`src/shared/trig_filter_defs.svh`:
```
// Behaviour
// - Every terminal, line and star input has its own switchable filter.
// - An enabled filter samples its input only on filter clock rising edges.
// - The filter clock is 40 MHz, from the board clock, not an outside one.
// - A rise passes inward only after N consecutive high samples.
// - A fall passes inward only after N consecutive low samples.
// - The setting picks N = 5, 257, about 101,800, or no filtering.
// - Each input has its own setting; a write leaves all others unchanged.
// - Power-up reset disables every filter, so raw inputs pass straight on.
// - Direct routes between terminals and lines carry the unfiltered input.
// - The eight bused chassis trigger lines are intermodule lines 0 to 7.
// - The star trigger is only received, never driven.
// - The star trigger can source analog in, analog out and counter timing.
`ifndef TRIG_FILTER_DEFS_SVH
`define TRIG_FILTER_DEFS_SVH

// Clock rates in kHz
`define TF_SYS_CLK_KHZ 125000
`define TF_FILT_CLK_KHZ 40000
`define TF_ACC_W 17

// Consecutive samples needed per setting
`define TF_N_SHORT 5
`define TF_N_MID 257
`define TF_N_LONG 101800
`define TF_CNT_W 17

// Input counts
`define TF_NUM_FT 6
`define TF_NUM_ITL 8
`define TF_IDX_W 5

// Consumers of outside timing sources
`define TF_CONS_AI 0
`define TF_CONS_AO 1
`define TF_CONS_CTR 2
`define TF_NUM_CONS 3

`endif

```
`src/shared/trig_filter_pkg.sv`:
```
package trig_filter_pkg;

	// Filter choice per input; the first value is the reset state
	typedef enum logic [1:0] {
		FILT_OFF,
		FILT_SHORT,
		FILT_MID,
		FILT_LONG
	} filter_setting_e;

	// One configuration write for one input
	typedef struct packed {
		logic valid;
		logic [4:0] index;
		filter_setting_e setting;
	} cfg_wr_s;

endpackage : trig_filter_pkg

```
`src/logic/trigger_input_debounce_filter.sv`:
```
`timescale 1ns/1ps
`include "trig_filter_defs.svh"

module trigger_input_debounce_filter #(
	parameter int unsigned NUM_FT = `TF_NUM_FT,
	parameter int unsigned NUM_ITL = `TF_NUM_ITL,
	parameter int unsigned N_LONG = `TF_N_LONG,
	localparam int unsigned NUM_IN = NUM_FT + NUM_ITL + 1,
	localparam int unsigned FT_SEL_W = (NUM_FT > 1) ? $clog2(NUM_FT) : 1,
	localparam int unsigned ITL_SEL_W = $clog2(NUM_ITL),
	localparam int unsigned IN_SEL_W = $clog2(NUM_IN)
) (
	// Clock and reset
	input wire logic sys_clk,
	input wire logic nrst,
	// Trigger pins, receive side; the star line has no driver here
	input wire logic [NUM_FT-1:0] function_terminal_in,
	input wire logic [NUM_ITL-1:0] intermodule_trigger_line_in,
	input wire logic star_in,
	// Filter configuration, one input per write
	input wire trig_filter_pkg::cfg_wr_s cfg_wr,
	// Direct routes between terminals and lines, both directions
	input wire logic [NUM_ITL-1:0] itl_route_en,
	input wire logic [NUM_ITL-1:0][FT_SEL_W-1:0] itl_route_src,
	input wire logic [NUM_FT-1:0] ft_route_en,
	input wire logic [NUM_FT-1:0][ITL_SEL_W-1:0] ft_route_src,
	// Trigger pins, drive side
	output logic [NUM_ITL-1:0] intermodule_trigger_line_out,
	output logic [NUM_ITL-1:0] intermodule_trigger_line_oe,
	output logic [NUM_FT-1:0] function_terminal_out,
	output logic [NUM_FT-1:0] function_terminal_oe,
	// Qualified levels: terminals, then lines, then star on top
	output logic [NUM_IN-1:0] filtered_level,
	// Outside timing source per consumer
	input wire logic [`TF_NUM_CONS-1:0][IN_SEL_W-1:0] ext_src_sel,
	output logic [`TF_NUM_CONS-1:0] ext_src
);

	localparam int unsigned STAR_IDX = NUM_FT + NUM_ITL;
	localparam logic [`TF_ACC_W-1:0] ACC_STEP = `TF_ACC_W'(`TF_FILT_CLK_KHZ);
	localparam logic [`TF_ACC_W-1:0] ACC_WRAP =
		`TF_ACC_W'(`TF_SYS_CLK_KHZ - `TF_FILT_CLK_KHZ);

	// Chassis bus has exactly eight lines mapped onto 0..7
	if (NUM_ITL != 8 || NUM_FT < 1 || NUM_IN > 32) begin : g_chk
		$error("trigger_input_debounce_filter: unsupported input counts");
	end

	logic [NUM_IN-1:0] raw;
	logic [NUM_IN-1:0] sync1;
	logic [NUM_IN-1:0] sync2;
	logic [NUM_IN-1:0] sync3;
	logic [NUM_IN-1:0] stable;
	logic [`TF_ACC_W-1:0] frac_acc;
	logic filt_tick;
	trig_filter_pkg::filter_setting_e setting [NUM_IN];

	// Star is input only; nothing in this block can drive it
	assign raw = {star_in, intermodule_trigger_line_in,
		function_terminal_in};

	// Three-stage synchroniser; a change counts when stages 2 and 3 agree
	always_ff @(posedge sys_clk or negedge nrst) begin
		if (!nrst) begin
			sync1 <= '0;
			sync2 <= '0;
			sync3 <= '0;
			stable <= '0;
		end else begin
			sync1 <= raw;
			sync2 <= sync1;
			sync3 <= sync2;
			stable <= (~(sync2 ^ sync3) & sync3) | ((sync2 ^ sync3) & stable);
		end
	end

	// Fractional divider: 40 ticks per 125 clocks, no outside reference
	always_ff @(posedge sys_clk or negedge nrst) begin
		if (!nrst) begin
			frac_acc <= '0;
			filt_tick <= 1'b0;
		end else if (frac_acc >= ACC_WRAP) begin
			frac_acc <= frac_acc - ACC_WRAP;
			filt_tick <= 1'b1;
		end else begin
			frac_acc <= frac_acc + ACC_STEP;
			filt_tick <= 1'b0;
		end
	end

	// One setting register and one filter per input
	for (genvar i = 0; i < NUM_IN; i++) begin : g_in
		always_ff @(posedge sys_clk or negedge nrst) begin
			if (!nrst) begin
				setting[i] <= trig_filter_pkg::FILT_OFF;
			end else if (cfg_wr.valid && cfg_wr.index == 5'(i)) begin
				setting[i] <= cfg_wr.setting;
			end
		end

		debounce_cell #(
			.N_SHORT(`TF_N_SHORT),
			.N_MID(`TF_N_MID),
			.N_LONG(N_LONG),
			.CNT_W(`TF_CNT_W)
		) debounce_cell_inst (
			.sys_clk(sys_clk),
			.nrst(nrst),
			.sample_en(filt_tick),
			.level_in(stable[i]),
			.setting(setting[i]),
			.level_out(filtered_level[i])
		);

		property p_setting_isolated;
			@(posedge sys_clk) disable iff (!nrst)
			!(cfg_wr.valid && cfg_wr.index == 5'(i)) |=> $stable(setting[i]);
		endproperty
		a_setting_isolated: assert property (p_setting_isolated)
			else $error("setting changed without a write to its input");
	end

	// Direct routes take the synchronised level, never the filtered one
	always_ff @(posedge sys_clk or negedge nrst) begin
		if (!nrst) begin
			intermodule_trigger_line_out <= '0;
			intermodule_trigger_line_oe <= '0;
			function_terminal_out <= '0;
			function_terminal_oe <= '0;
		end else begin
			intermodule_trigger_line_oe <= itl_route_en;
			function_terminal_oe <= ft_route_en;
			for (int j = 0; j < NUM_ITL; j++) begin
				intermodule_trigger_line_out[j] <=
					(int'(itl_route_src[j]) < NUM_FT) &&
					stable[itl_route_src[j]];
			end
			for (int k = 0; k < NUM_FT; k++) begin
				function_terminal_out[k] <=
					stable[NUM_FT + int'(ft_route_src[k])];
			end
		end
	end

	// Consumer source mux; out-of-range picks read low
	always_ff @(posedge sys_clk or negedge nrst) begin
		if (!nrst) begin
			ext_src <= '0;
		end else begin
			for (int c = 0; c < `TF_NUM_CONS; c++) begin
				ext_src[c] <= (int'(ext_src_sel[c]) < NUM_IN) &&
					filtered_level[ext_src_sel[c]];
			end
		end
	end

	property p_tick_spacing;
		@(posedge sys_clk) disable iff (!nrst)
		filt_tick |=> !filt_tick [*2];
	endproperty
	a_tick_spacing: assert property (p_tick_spacing)
		else $error("filter tick faster than 40 MHz");

	property p_route_unfiltered;
		@(posedge sys_clk) disable iff (!nrst)
		(itl_route_en[0] && itl_route_src[0] == '0 &&
			function_terminal_in[0]) [*7]
			|=> intermodule_trigger_line_out[0] && intermodule_trigger_line_oe[0];
	endproperty
	a_route_unfiltered: assert property (p_route_unfiltered)
		else $error("direct route did not forward the raw terminal");

	property p_star_source;
		@(posedge sys_clk) disable iff (!nrst)
		(ext_src_sel[`TF_CONS_AI] == IN_SEL_W'(STAR_IDX) &&
			filtered_level[STAR_IDX]) |=> ext_src[`TF_CONS_AI];
	endproperty
	a_star_source: assert property (p_star_source)
		else $error("star trigger not delivered to analog input");

endmodule : trigger_input_debounce_filter

```
`src/logic/debounce_cell.sv`:
```
`timescale 1ns/1ps
`include "trig_filter_defs.svh"

module debounce_cell #(
	parameter int unsigned N_SHORT = `TF_N_SHORT,
	parameter int unsigned N_MID = `TF_N_MID,
	parameter int unsigned N_LONG = `TF_N_LONG,
	parameter int unsigned CNT_W = `TF_CNT_W
) (
	// Clock and reset
	input wire logic sys_clk,
	input wire logic nrst,
	// Sample strobe and synchronised level
	input wire logic sample_en,
	input wire logic level_in,
	input wire trig_filter_pkg::filter_setting_e setting,
	// Qualified level
	output logic level_out
);

	if (N_SHORT < 1 || N_MID < 1 || N_LONG < 1 ||
		N_LONG >= (64'd1 << CNT_W)) begin : g_chk
		$error("debounce_cell: sample counts do not fit the counter");
	end

	logic [CNT_W-1:0] n_req;
	logic [CNT_W-1:0] run;
	logic [CNT_W-1:0] hi_run;
	logic [CNT_W-1:0] lo_run;

	// Required match count for the current setting
	always_comb begin
		unique case (setting)
			trig_filter_pkg::FILT_OFF: n_req = CNT_W'(1);
			trig_filter_pkg::FILT_SHORT: n_req = CNT_W'(N_SHORT);
			trig_filter_pkg::FILT_MID: n_req = CNT_W'(N_MID);
			trig_filter_pkg::FILT_LONG: n_req = CNT_W'(N_LONG);
		endcase
	end

	// Count disagreeing samples; >= covers a switch to a shorter setting
	always_ff @(posedge sys_clk or negedge nrst) begin
		if (!nrst) begin
			level_out <= 1'b0;
			run <= '0;
		end else if (setting == trig_filter_pkg::FILT_OFF) begin
			level_out <= level_in;
			run <= '0;
		end else if (sample_en) begin
			if (level_in == level_out) begin
				run <= '0;
			end else if (run >= n_req - CNT_W'(1)) begin
				level_out <= level_in;
				run <= '0;
			end else begin
				run <= run + CNT_W'(1);
			end
		end
	end

	// Consecutive same-level samples, watched by the checks below
	always_ff @(posedge sys_clk or negedge nrst) begin
		if (!nrst) begin
			hi_run <= '0;
			lo_run <= '0;
		end else if (setting == trig_filter_pkg::FILT_OFF) begin
			hi_run <= '0;
			lo_run <= '0;
		end else if (sample_en) begin
			hi_run <= level_in ? hi_run + CNT_W'(hi_run != '1) : '0;
			lo_run <= level_in ? '0 : lo_run + CNT_W'(lo_run != '1);
		end
	end

	property p_tick_only;
		@(posedge sys_clk) disable iff (!nrst)
		(setting != trig_filter_pkg::FILT_OFF && !sample_en)
			|=> $stable(level_out);
	endproperty
	a_tick_only: assert property (p_tick_only)
		else $error("filtered level moved between filter ticks");

	property p_rise_needs_n;
		@(posedge sys_clk) disable iff (!nrst)
		(setting != trig_filter_pkg::FILT_OFF && sample_en && level_in &&
			!level_out && hi_run < n_req - CNT_W'(1)) |=> !level_out;
	endproperty
	a_rise_needs_n: assert property (p_rise_needs_n)
		else $error("filtered level rose before N high samples");

	property p_fall_needs_n;
		@(posedge sys_clk) disable iff (!nrst)
		(setting != trig_filter_pkg::FILT_OFF && sample_en && !level_in &&
			level_out && lo_run < n_req - CNT_W'(1)) |=> level_out;
	endproperty
	a_fall_needs_n: assert property (p_fall_needs_n)
		else $error("filtered level fell before N low samples");

	property p_rise_at_n;
		@(posedge sys_clk) disable iff (!nrst)
		(setting != trig_filter_pkg::FILT_OFF && sample_en && level_in &&
			!level_out && hi_run >= n_req - CNT_W'(1)) |=> level_out;
	endproperty
	a_rise_at_n: assert property (p_rise_at_n)
		else $error("filtered level missed its N-th high sample");

	property p_enable_clean;
		@(posedge sys_clk) disable iff (!nrst)
		(setting == trig_filter_pkg::FILT_OFF ##1
			setting != trig_filter_pkg::FILT_OFF) |-> level_out == $past(level_in);
	endproperty
	a_enable_clean: assert property (p_enable_clean)
		else $error("filter enabled from a stale level");

endmodule : debounce_cell

```
`config.mk`:
```
export PLATFORM = sky130hd
export DESIGN_NAME = trigger_input_debounce_filter
export DESIGN_NICKNAME = d
export VERILOG_FILES = /design/src/shared/trig_filter_pkg.sv /design/src/logic/trigger_input_debounce_filter.sv /design/src/logic/debounce_cell.sv
export VERILOG_INCLUDE_DIRS = /design/src /design/src/shared
export SDC_FILE = /design/constraint.sdc
export NUM_CORES = 1
export LEC_CHECK = 0
export BUFFER_PORTS_ARGS = -buffer_cell sky130_fd_sc_hd__buf_2
export CAP_MARGIN = 20
export CORE_MARGIN = 2
export CORE_UTILIZATION = 60
export CTS_BUF_LIST = sky130_fd_sc_hd__clkbuf_8
export DETAILED_ROUTE_END_ITERATION = 8
export PLACE_DENSITY_LB_ADDON = 0.3
export SYNTH_ARGS = -nofsm -noshare
export SYNTH_HDL_FRONTEND = slang
export SYNTH_HIERARCHICAL = 1
export SYNTH_SLANG_ARGS = --single-unit
```
`constraint.sdc`:
```
create_clock -name sys_clk -period 6.5 [get_ports sys_clk]
set_clock_uncertainty 0.1 [all_clocks]
set_input_delay 0.975 -clock sys_clk [delete_from_list [all_inputs] [get_ports sys_clk]]
set_output_delay 0.975 -clock sys_clk [all_outputs]
set_load 0.05 [all_outputs]
```
==> results of run 1 <==
-- per-layer routing --
layer  part of all wire  wire [um]  global-route usage  vias up
met5                  0          0                   0        -
met4              0.028       1833             0.09632        0
met3              0.069       4512             0.05449      146
met2               0.47      30610              0.4583      762
met1               0.43      28350              0.3846    11160
li1                   -          -                   -    10700
-- critical path: stages, from the launching register on --
cell and delay [ns]:
sky130_fd_sc_hd__dfrtp_1 0.41, sky130_fd_sc_hd__nand2_1 0.15, sky130_fd_sc_hd__ha_1 0.32, sky130_fd_sc_hd__nor2b_1 0.13, sky130_fd_sc_hd__or4_1 0.48, sky130_fd_sc_hd__a21oi_1 0.16
sky130_fd_sc_hd__o211a_1 0.59, sky130_fd_sc_hd__nand2_4 0.24, sky130_fd_sc_hd__o311ai_0 0.38
-- cells in the final DEF (no fill, tap or decap), types with 46 or more instances in the layout --
master	synthesis	routed
sky130_fd_sc_hd__dfrtp_1	406	405
sky130_fd_sc_hd__nand2_1	332	332
sky130_fd_sc_hd__nand3_1	239	239
sky130_fd_sc_hd__ha_1	221	221
sky130_fd_sc_hd__inv_1	144	168
sky130_fd_sc_hd__buf_2	17	137
sky130_fd_sc_hd__o21ai_0	134	134
sky130_fd_sc_hd__nor2_1	133	133
sky130_fd_sc_hd__a21oi_1	131	131
sky130_fd_sc_hd__clkbuf_8	0	91
sky130_fd_sc_hd__nand4_1	66	66
sky130_fd_sc_hd__and3_1	64	64
sky130_fd_sc_hd__or3_1	59	59
sky130_fd_sc_hd__o311ai_1	57	57
sky130_fd_sc_hd__or2_2	53	53
sky130_fd_sc_hd__mux2_2	50	50
sky130_fd_sc_hd__nor3_1	49	49
sky130_fd_sc_hd__mux2i_1	46	46
-- cell type report --
type	count	area [sq um]	area share
Tap cell	592	740.7	0.02522
Inverter	145	544.3	0.01853
Antenna cell	3	7.507	0.0002556
Multi-Input combinational cell	2173	15550	0.5295
Sequential cell	406	10160	0.3459
Clock inverter	38	229.0	0.007795
Timing Repair Buffer	158	887.1	0.03020
Clock buffer	91	1252	0.04264
-- worst max-delay path by stage --
stage | start | endpoint | slack, ns
2_1_floorplan | setting[6]$_DFFE_PN0P_ | g_in[11].debounce_cell_inst/run[4]$_DFFE_PN0P_ | 4.01
3_3_place_gp | setting[14]$_DFFE_PN0P_ | g_in[7].debounce_cell_inst/run[5]$_DFFE_PN0P_ | 3.57
3_5_place_dp | setting[14]$_DFFE_PN0P_ | g_in[7].debounce_cell_inst/run[5]$_DFFE_PN0P_ | 3.45
4_1_cts | setting[14]$_DFFE_PN0P_ | g_in[7].debounce_cell_inst/run[6]$_DFFE_PN0P_ | 3.41
5_1_grt | setting[15]$_DFFE_PN0P_ | g_in[7].debounce_cell_inst/run[6]$_DFFE_PN0P_ | 3.11
6_report | setting[14]$_DFFE_PN0P_ | g_in[7].debounce_cell_inst/run[5]$_DFFE_PN0P_ | 3.40
-- power by group through the flow --
stage	registers, mW	clock network, mW	logic (mW)
6_report	2.99	2.44	1.69
5_1_grt	3.01	2.62	1.85
4_1_cts	2.98	2.51	1.67
3_5_place_dp	3.02	0	1.66
3_3_place_gp	3.01	0	1.60
2_1_floorplan	3.15	0	0.988
-- sequential cells by signal, indices dropped and copies added, names as in the netlist, named ones only --
name	count
filt_tick	1
g_in.debounce_cell_inst/run	255
g_in.debounce_cell_inst/level_out	15
frac_acc	14
sync1	15
function_terminal_oe	6
sync2	15
intermodule_trigger_line_oe	8
ext_src	3
function_terminal_out	6
intermodule_trigger_line_out	8
setting	30
sync3	15
-- metrics by stage --
step / instance area, sq um / cells
2_1_floorplan: 26860 / 2813
3_3_place_gp: 27820 / 3467
3_5_place_dp: 27830 / 3468
4_1_cts: 29310 / 3597
5_1_grt: 29370 / 3605
6_report: 29370 / 3606
-- cells by family after synthesis --
logic type | Yosys count
and+or+nand+nor | 1145
AOI/OAI and AO/OA | 563
DFF | 406
adders and majority gates | 236
buffers and inverters | 234
muxes | 141
xor gates and xnor gates | 43
other | 15
==> qor.tcl, run 1 <==
set qor(cts.sink_count) 406
set qor(global_route.usage.total) 0.2835
set qor(r2r-end) {g_in[7].debounce_cell_inst/run[5]$_DFFE_PN0P_}
set qor(synth_area_per_cell_sq_um) 9.612
set qor(gp_congestion) 0.9597
set qor(internal_power_mw) 4.688
set qor(post-route-period-util) 0.4769
set qor(clock_tree.htree_level_count) 3
set qor(hold_slack_ns) 0.2463
set qor(worst-r2r-setup-slack_ns) 3.40
set qor(number_of_top_level_pins) 139
set qor(fraction_of_layout_cells_with_a_size_suffix_above_1) 0.1617
set qor(grt_pass1_wl_um) 109100
set qor(reg2reg_from) {setting[14]$_DFFE_PN0P_}
set qor(synth.most_common_cell) {sky130_fd_sc_hd__dfrtp_1}
set qor(crit_arrival_ns) 3.52
set qor(die_height_um) 215.2
set qor(flow.area_growth_from_synthesis_pct) 9.808
set qor(clock_latency_ns) 0.67
set qor(setup-tns-final_ns) 0
set qor(placement_rows) 77
set qor(syn_inst) 2783
set qor(sequential_cell_area_fraction_in_the_yosys_report) 0.3798
set qor(drc_errors_left) 0
set qor(cts_made_buffers) 73
set qor(flip_flop_and_latch_count_after_synthesis) 406
set qor(clock_path_buffers) 3
set qor(holdPathStages) 0
set qor(worstRegToRegCells) 8
set qor(floorplan.core_area_sq_um) 44120
set qor(dieArea_sq_um) 46290
set qor(initial_antenna_violation_count) 3
set qor(cts_tree) {yes}
set qor(final_core_utilization) 0.6657
set qor(globalRouteOverflowTotal) 0
set qor(power_per_unit_of_standard_cell_area_nw_per_um2) 242.5
set qor(synth-edff-count) 0
set qor(yosys-top-cells-count) {sky130_fd_sc_hd__dfrtp_1, sky130_fd_sc_hd__nand2_1, sky130_fd_sc_hd__nand3_1}
set qor(port_buffers) 138
set qor(synth-compound-area-share) 0.1558
set qor(share_seq_of_total_power) 0.420
set qor(critical_path.startpoint_type) {flop}
set qor(routed_wire_length_per_instance_um) 18.11
set qor(most_common_flop_cell_mapped_by_yosys) {sky130_fd_sc_hd__dfrtp_1}
set qor(yosys.area_share.xor_xnor) 0.01408
set qor(total_leakage_power_nw) 12.95
set qor(cts_root_buffer) {sky130_fd_sc_hd__clkbuf_8}
set qor(post_synth_main_area_contributors) {sky130_fd_sc_hd__dfrtp_1, sky130_fd_sc_hd__ha_1, sky130_fd_sc_hd__nand2_1}
set qor(worst-endpoint-required_ns) 6.92
set qor(number_of_failing_hold_endpoints_at_the_final_stage) 0
set qor(average_via_count_per_standard_cell) 6.314
set qor(fillers) 3531
set qor(power.share.combinational) 0.237
set qor(combinational_family_with_the_most_area_after_synthesis) {simple AND/OR/NAND/NOR gates}
set qor(maxSlewViolCount) 0
set qor(routed_wirelength_um) 65300
set qor(dieWidth_um) 215.2
set qor(irDropWorstVdd_v) 0.0002492
set qor(finalSetupViolations) 0
set qor(number_of_post_cts_setup_repair_buffers) 0
set qor(cts.hold.buffers_added) 0
set qor(max_cap_violations) 0
set qor(switching_share) 0.3419
set qor(fraction_of_power_consumed_by_the_clock_network) 0.343
set qor(worst_slack_ns) 3.400
set qor(number_of_iterations_in_the_first_detailed_routing_pass) 7
set qor(timing_worst_setup_path_type) {reg2reg}
set qor(total_vias_in_the_final_route) 22770
set qor(cell_taking_the_most_area_after_synthesis) {sky130_fd_sc_hd__dfrtp_1}
set qor(fmax_ghz) 0.3226
set qor(cts-resized-gates) 0
set qor(hold_start) {sync1[9]$_DFF_PN0_}
set qor(timing.hold.worst_endpoint) {sync2[9]$_DFF_PN0_}
set qor(post_synth_mux_area_share) 0.07572
set qor(crit_path_max_fanout) 19
set qor(synthArstFlopShare) 1.000
set qor(place_worst_setup_slack_ns) 3.455
set qor(hpwl_detailed_um) 45960
set qor(start_util) 0.6062
set qor(largest_net_degree_at_the_start_of_global_routing) 179
set qor(clkSlewWorstSetupHoldPaths_ns) 0.06
set qor(synth-simple-area-share) 0.2205
set qor(count_of_nets_left_with_antenna_violations_after_detail_routing) 0
set qor(endpoint_kind) {flop}
set qor(layout.nets) 3271
set qor(grt_setup_unrepaired) {false}
set qor(vias_in_the_first_global_route) 22160
set qor(yosys.area.top_type_share) 0.3798
set qor(worst-slew-pin-transition_ns) 1.136
set qor(drt_iter0_markers) 1869
set qor(period_needed_ns) 3.100
set qor(netlist_area_sq_um) 26750
set qor(yosys_warnings) 6
set qor(ys_types) 95
set qor(timing.hold.worst.class) {reg2reg}
set qor(result_of_the_run) {finished, final reports clean}
set qor(synth_fa_ha_area_frac) 0.1090
set qor(worst_slew_margin_rel) 0.2400
set qor(power.total_mw) 7.123
set qor(power.net_switching_mw) 2.435
(Power assumes the default switching activity.)
==> inputs of run 2 (changes only) <==
- CORE_UTILIZATION: 60 -> 58
- clock period: 6.5 -> 2.6 ns (I/O delays scaled with it)
==> run 2 against run 1 <==
Against the previous run: the run now ends with negative setup slack left; flip-flop and latch count stayed put; critical path depth is 2 higher; hold slack worse by 0.18 ns; critical endpoint is now g_in[1].debounce_cell_inst/run[6]$_DFFE_PN0P_; largest power group unchanged.
==> qor.tcl, run 2 (synthesis gave the netlist of run 1 again) <==
set qor(clkSlewWorstSetupHoldPaths_ns) 0.06 ;# about the same
set qor(period_needed_ns) 2.722 ;# -0.3780 ns
set qor(registers.top_by_ff_count) {g_in.debounce_cell_inst/run}
set qor(biggestRegsByFlops) {g_in.debounce_cell_inst/run x255, setting x30}
set qor(dieWidth_um) 218.8 ;# +1.7%
set qor(grt_pass1_wl_um) 114400 ;# +4.9%
set qor(fmax_ghz) 0.3674 ;# +14%
set qor(gp_congestion) 0.9324 ;# -2.8%
set qor(die_height_um) 218.8 ;# +1.7%
set qor(setup-tns-final_ns) -2.182 ;# -2.182 ns
set qor(layout_common_cells) {sky130_fd_sc_hd__dfrtp_1, sky130_fd_sc_hd__nand2_1, sky130_fd_sc_hd__nand3_1}
set qor(cts_root_buffer) {sky130_fd_sc_hd__clkbuf_8}
set qor(timing.hold.worst.class) {in2reg}
set qor(reg2reg_from) {setting[26]$_DFFE_PN0P_}
set qor(routed_wire_length_per_instance_um) 19.88 ;# +9.8%
set qor(result_of_the_run) {complete, but fails checks}
set qor(fraction_of_layout_cells_with_a_size_suffix_above_1) 0.2768 ;# +0.1151
set qor(floorplan.core_area_sq_um) 45480 ;# +3.1%
set qor(place_worst_setup_slack_ns) -0.07116 ;# -3.526 ns
set qor(crit_arrival_ns) 3.19 ;# -0.33 ns
set qor(layout.nets) 3521 ;# +7.6%
set qor(clock_latency_ns) 0.65 ;# -0.02 ns
set qor(placed_area_sq_um) 28880 ;# +3.7%
set qor(hold_start) {ft_route_src[13]}
set qor(port_buffers) 138 ;# unchanged
set qor(clock_path_buffers) 3 ;# unchanged
set qor(worst_slack_ns) -0.1221 ;# -3.522 ns
set qor(routed_wirelength_um) 76670 ;# +17%
set qor(number_of_flip_flops_in_the_largest_register) 255 ;# unchanged
set qor(grt_setup_unrepaired) {true}
set qor(timing_worst_setup_path_type) {reg2reg}
set qor(count_of_nets_left_with_antenna_violations_after_detail_routing) 0 ;# unchanged
set qor(worst_slew_margin_rel) 0.1452 ;# -0.09479
set qor(placement_rows) 78 ;# +1.3%
set qor(crit_path_max_fanout) 6 ;# -13
set qor(drt_iter0_markers) 2584 ;# +38%
set qor(globalRouteOverflowTotal) 0 ;# unchanged
set qor(critical_path.startpoint_type) {flop}
set qor(vias_in_the_first_global_route) 23300 ;# +5.2%
set qor(total_leakage_power_nw) 14.42 ;# +11%
set qor(total_vias_in_the_final_route) 24560 ;# +7.9%
set qor(worst-slew-pin-transition_ns) 1.277 ;# +0.1417 ns
set qor(clock_tree.htree_level_count) 3 ;# unchanged
set qor(number_of_top_level_pins) 139 ;# unchanged
set qor(largest_net_degree_at_the_start_of_global_routing) 75 ;# -58%
set qor(max_cap_violations) 0 ;# unchanged
set qor(startpoint) {setting[26]$_DFFE_PN0P_}
set qor(irDropWorstVdd_v) 0.0006448 ;# +160%
set qor(global_route.usage.total) 0.2942 ;# +0.01063
set qor(drc_errors_left) 0 ;# unchanged
set qor(post-route-cell-area_sq_um) 33270 ;# +13%
set qor(cts_tree) {yes}
set qor(post-route-period-util) 1.047 ;# +0.5700
set qor(cts.sink_count) 406 ;# unchanged
set qor(layout_commonest_cell) {sky130_fd_sc_hd__dfrtp_1}
set qor(cts_made_buffers) 72 ;# -1.4%
set qor(hold_slack_ns) 0.06158 ;# -0.1847 ns
set qor(start_util) 0.5882 ;# -0.01805
set qor(flow.area_growth_from_synthesis_pct) 24.37
set qor(hpwl_detailed_um) 49100 ;# +6.8%
set qor(initial_antenna_violation_count) 6 ;# +3
set qor(dieArea_sq_um) 47860 ;# +3.4%
set qor(violations) {negative setup slack}
set qor(endpoint_kind) {flop}
set qor(maxSlewViolCount) 0 ;# unchanged
set qor(power.total_mw) 18.66 ;# +160%
set qor(power_per_unit_of_standard_cell_area_nw_per_um2) 560.8 ;# +130%
set qor(average_via_count_per_standard_cell) 6.367 ;# +0.85%
set qor(fillers) 3108 ;# -12%
set qor(number_of_iterations_in_the_first_detailed_routing_pass) 6 ;# -1
set qor(number_of_failing_hold_endpoints_at_the_final_stage) 0 ;# unchanged
set qor(finalSetupViolations) 53 ;# +53
set qor(worst-endpoint-required_ns) 3.07 ;# -3.85 ns
run 2: through the flow:
step | std cells | utilization
2_1_floorplan | 2813 | -
3_3_place_gp | 3599 | 0.6349
3_5_place_dp | 3599 | 0.6349
4_1_cts | 3784 | 0.6820
5_1_grt | 3855 | 0.7314
6_report | 3857 | 0.7315
run 2: metal layers:
metal  track usage  share of wire  wire length, um  vias up
met1        0.3887           0.41            31160    12070
li1              -              -                -    11190
met3       0.05317          0.072             5486      267
met2        0.4830           0.48            36930     1031
met4        0.1115          0.040             3095        0
met5             0              0                0        -
run 2: area by class of cell:
| cell class | count | area [sq um] | area share |
|---|---|---|---|
| multi-input cells | 2175 | 17140 | 0.5150 |
| flip-flops and latches | 406 | 10180 | 0.3061 |
| repair buffers | 407 | 3241 | 0.09741 |
| clock buffers | 90 | 1239 | 0.03723 |
| well taps | 600 | 750.7 | 0.02256 |
| inverters | 145 | 544.3 | 0.01636 |
| clock inverters | 28 | 161.4 | 0.004851 |
| diodes | 6 | 15.01 | 0.0004513 |
run 2: critical path, stage by stage, from the launching register on:
cell and delay, ns:
sky130_fd_sc_hd__dfrtp_1 0.46, sky130_fd_sc_hd__nand2_2 0.13, sky130_fd_sc_hd__ha_4 0.17, sky130_fd_sc_hd__a2111o_1 0.41, sky130_fd_sc_hd__a311o_1 0.29, sky130_fd_sc_hd__a211oi_2 0.31, sky130_fd_sc_hd__buf_4 0.18, sky130_fd_sc_hd__and3_4 0.23
sky130_fd_sc_hd__buf_6 0.15, sky130_fd_sc_hd__a21oi_1 0.08, sky130_fd_sc_hd__o21ai_1 0.13
run 2: worst paths after layout:
| kind | to | slack [ns] | depth (start not counted) |
|---|---|---|---|
| worst min-delay path | function_terminal_out[4]$_DFF_PN0_ | 0.06 | 2 |
| worst max-delay path | g_in[1].debounce_cell_inst/run[6]$_DFFE_PN0P_ | -0.12 | 10 |
| max in group asynchronous | setting[6]$_DFFE_PN0P_ | 1.40 | 3 |
| min in group asynchronous | ext_src[2]$_DFF_PN0_ | 0.19 | 2 |
| worst max register to register | g_in[1].debounce_cell_inst/run[6]$_DFFE_PN0P_ | -0.12 | 10 |
| worst min register to register | sync2[14]$_DFF_PN0_ | 0.25 | 0 |
run 2: repair_timing:
action | CTS | global route
hold endpoints to repair | 93 | 0
hold buffers | 50 | 0
pin swaps | 12 | 111
setup buffers | 16 | 50
gates cloned | 1 | 12
gates resized for setup | 29 | 322
endpoints found under the setup margin | 67 | 208
run 2: report_power, final:
| part | total, mW | internal [mW] | switching [mW] |
|---|---|---|---|
| registers | 7.54 | 6.72 | 0.816 |
| logic | 5.20 | 2.19 | 3.01 |
| clock network | 5.92 | 3.20 | 2.72 |
| total | 18.7 | 12.1 | 6.55 |
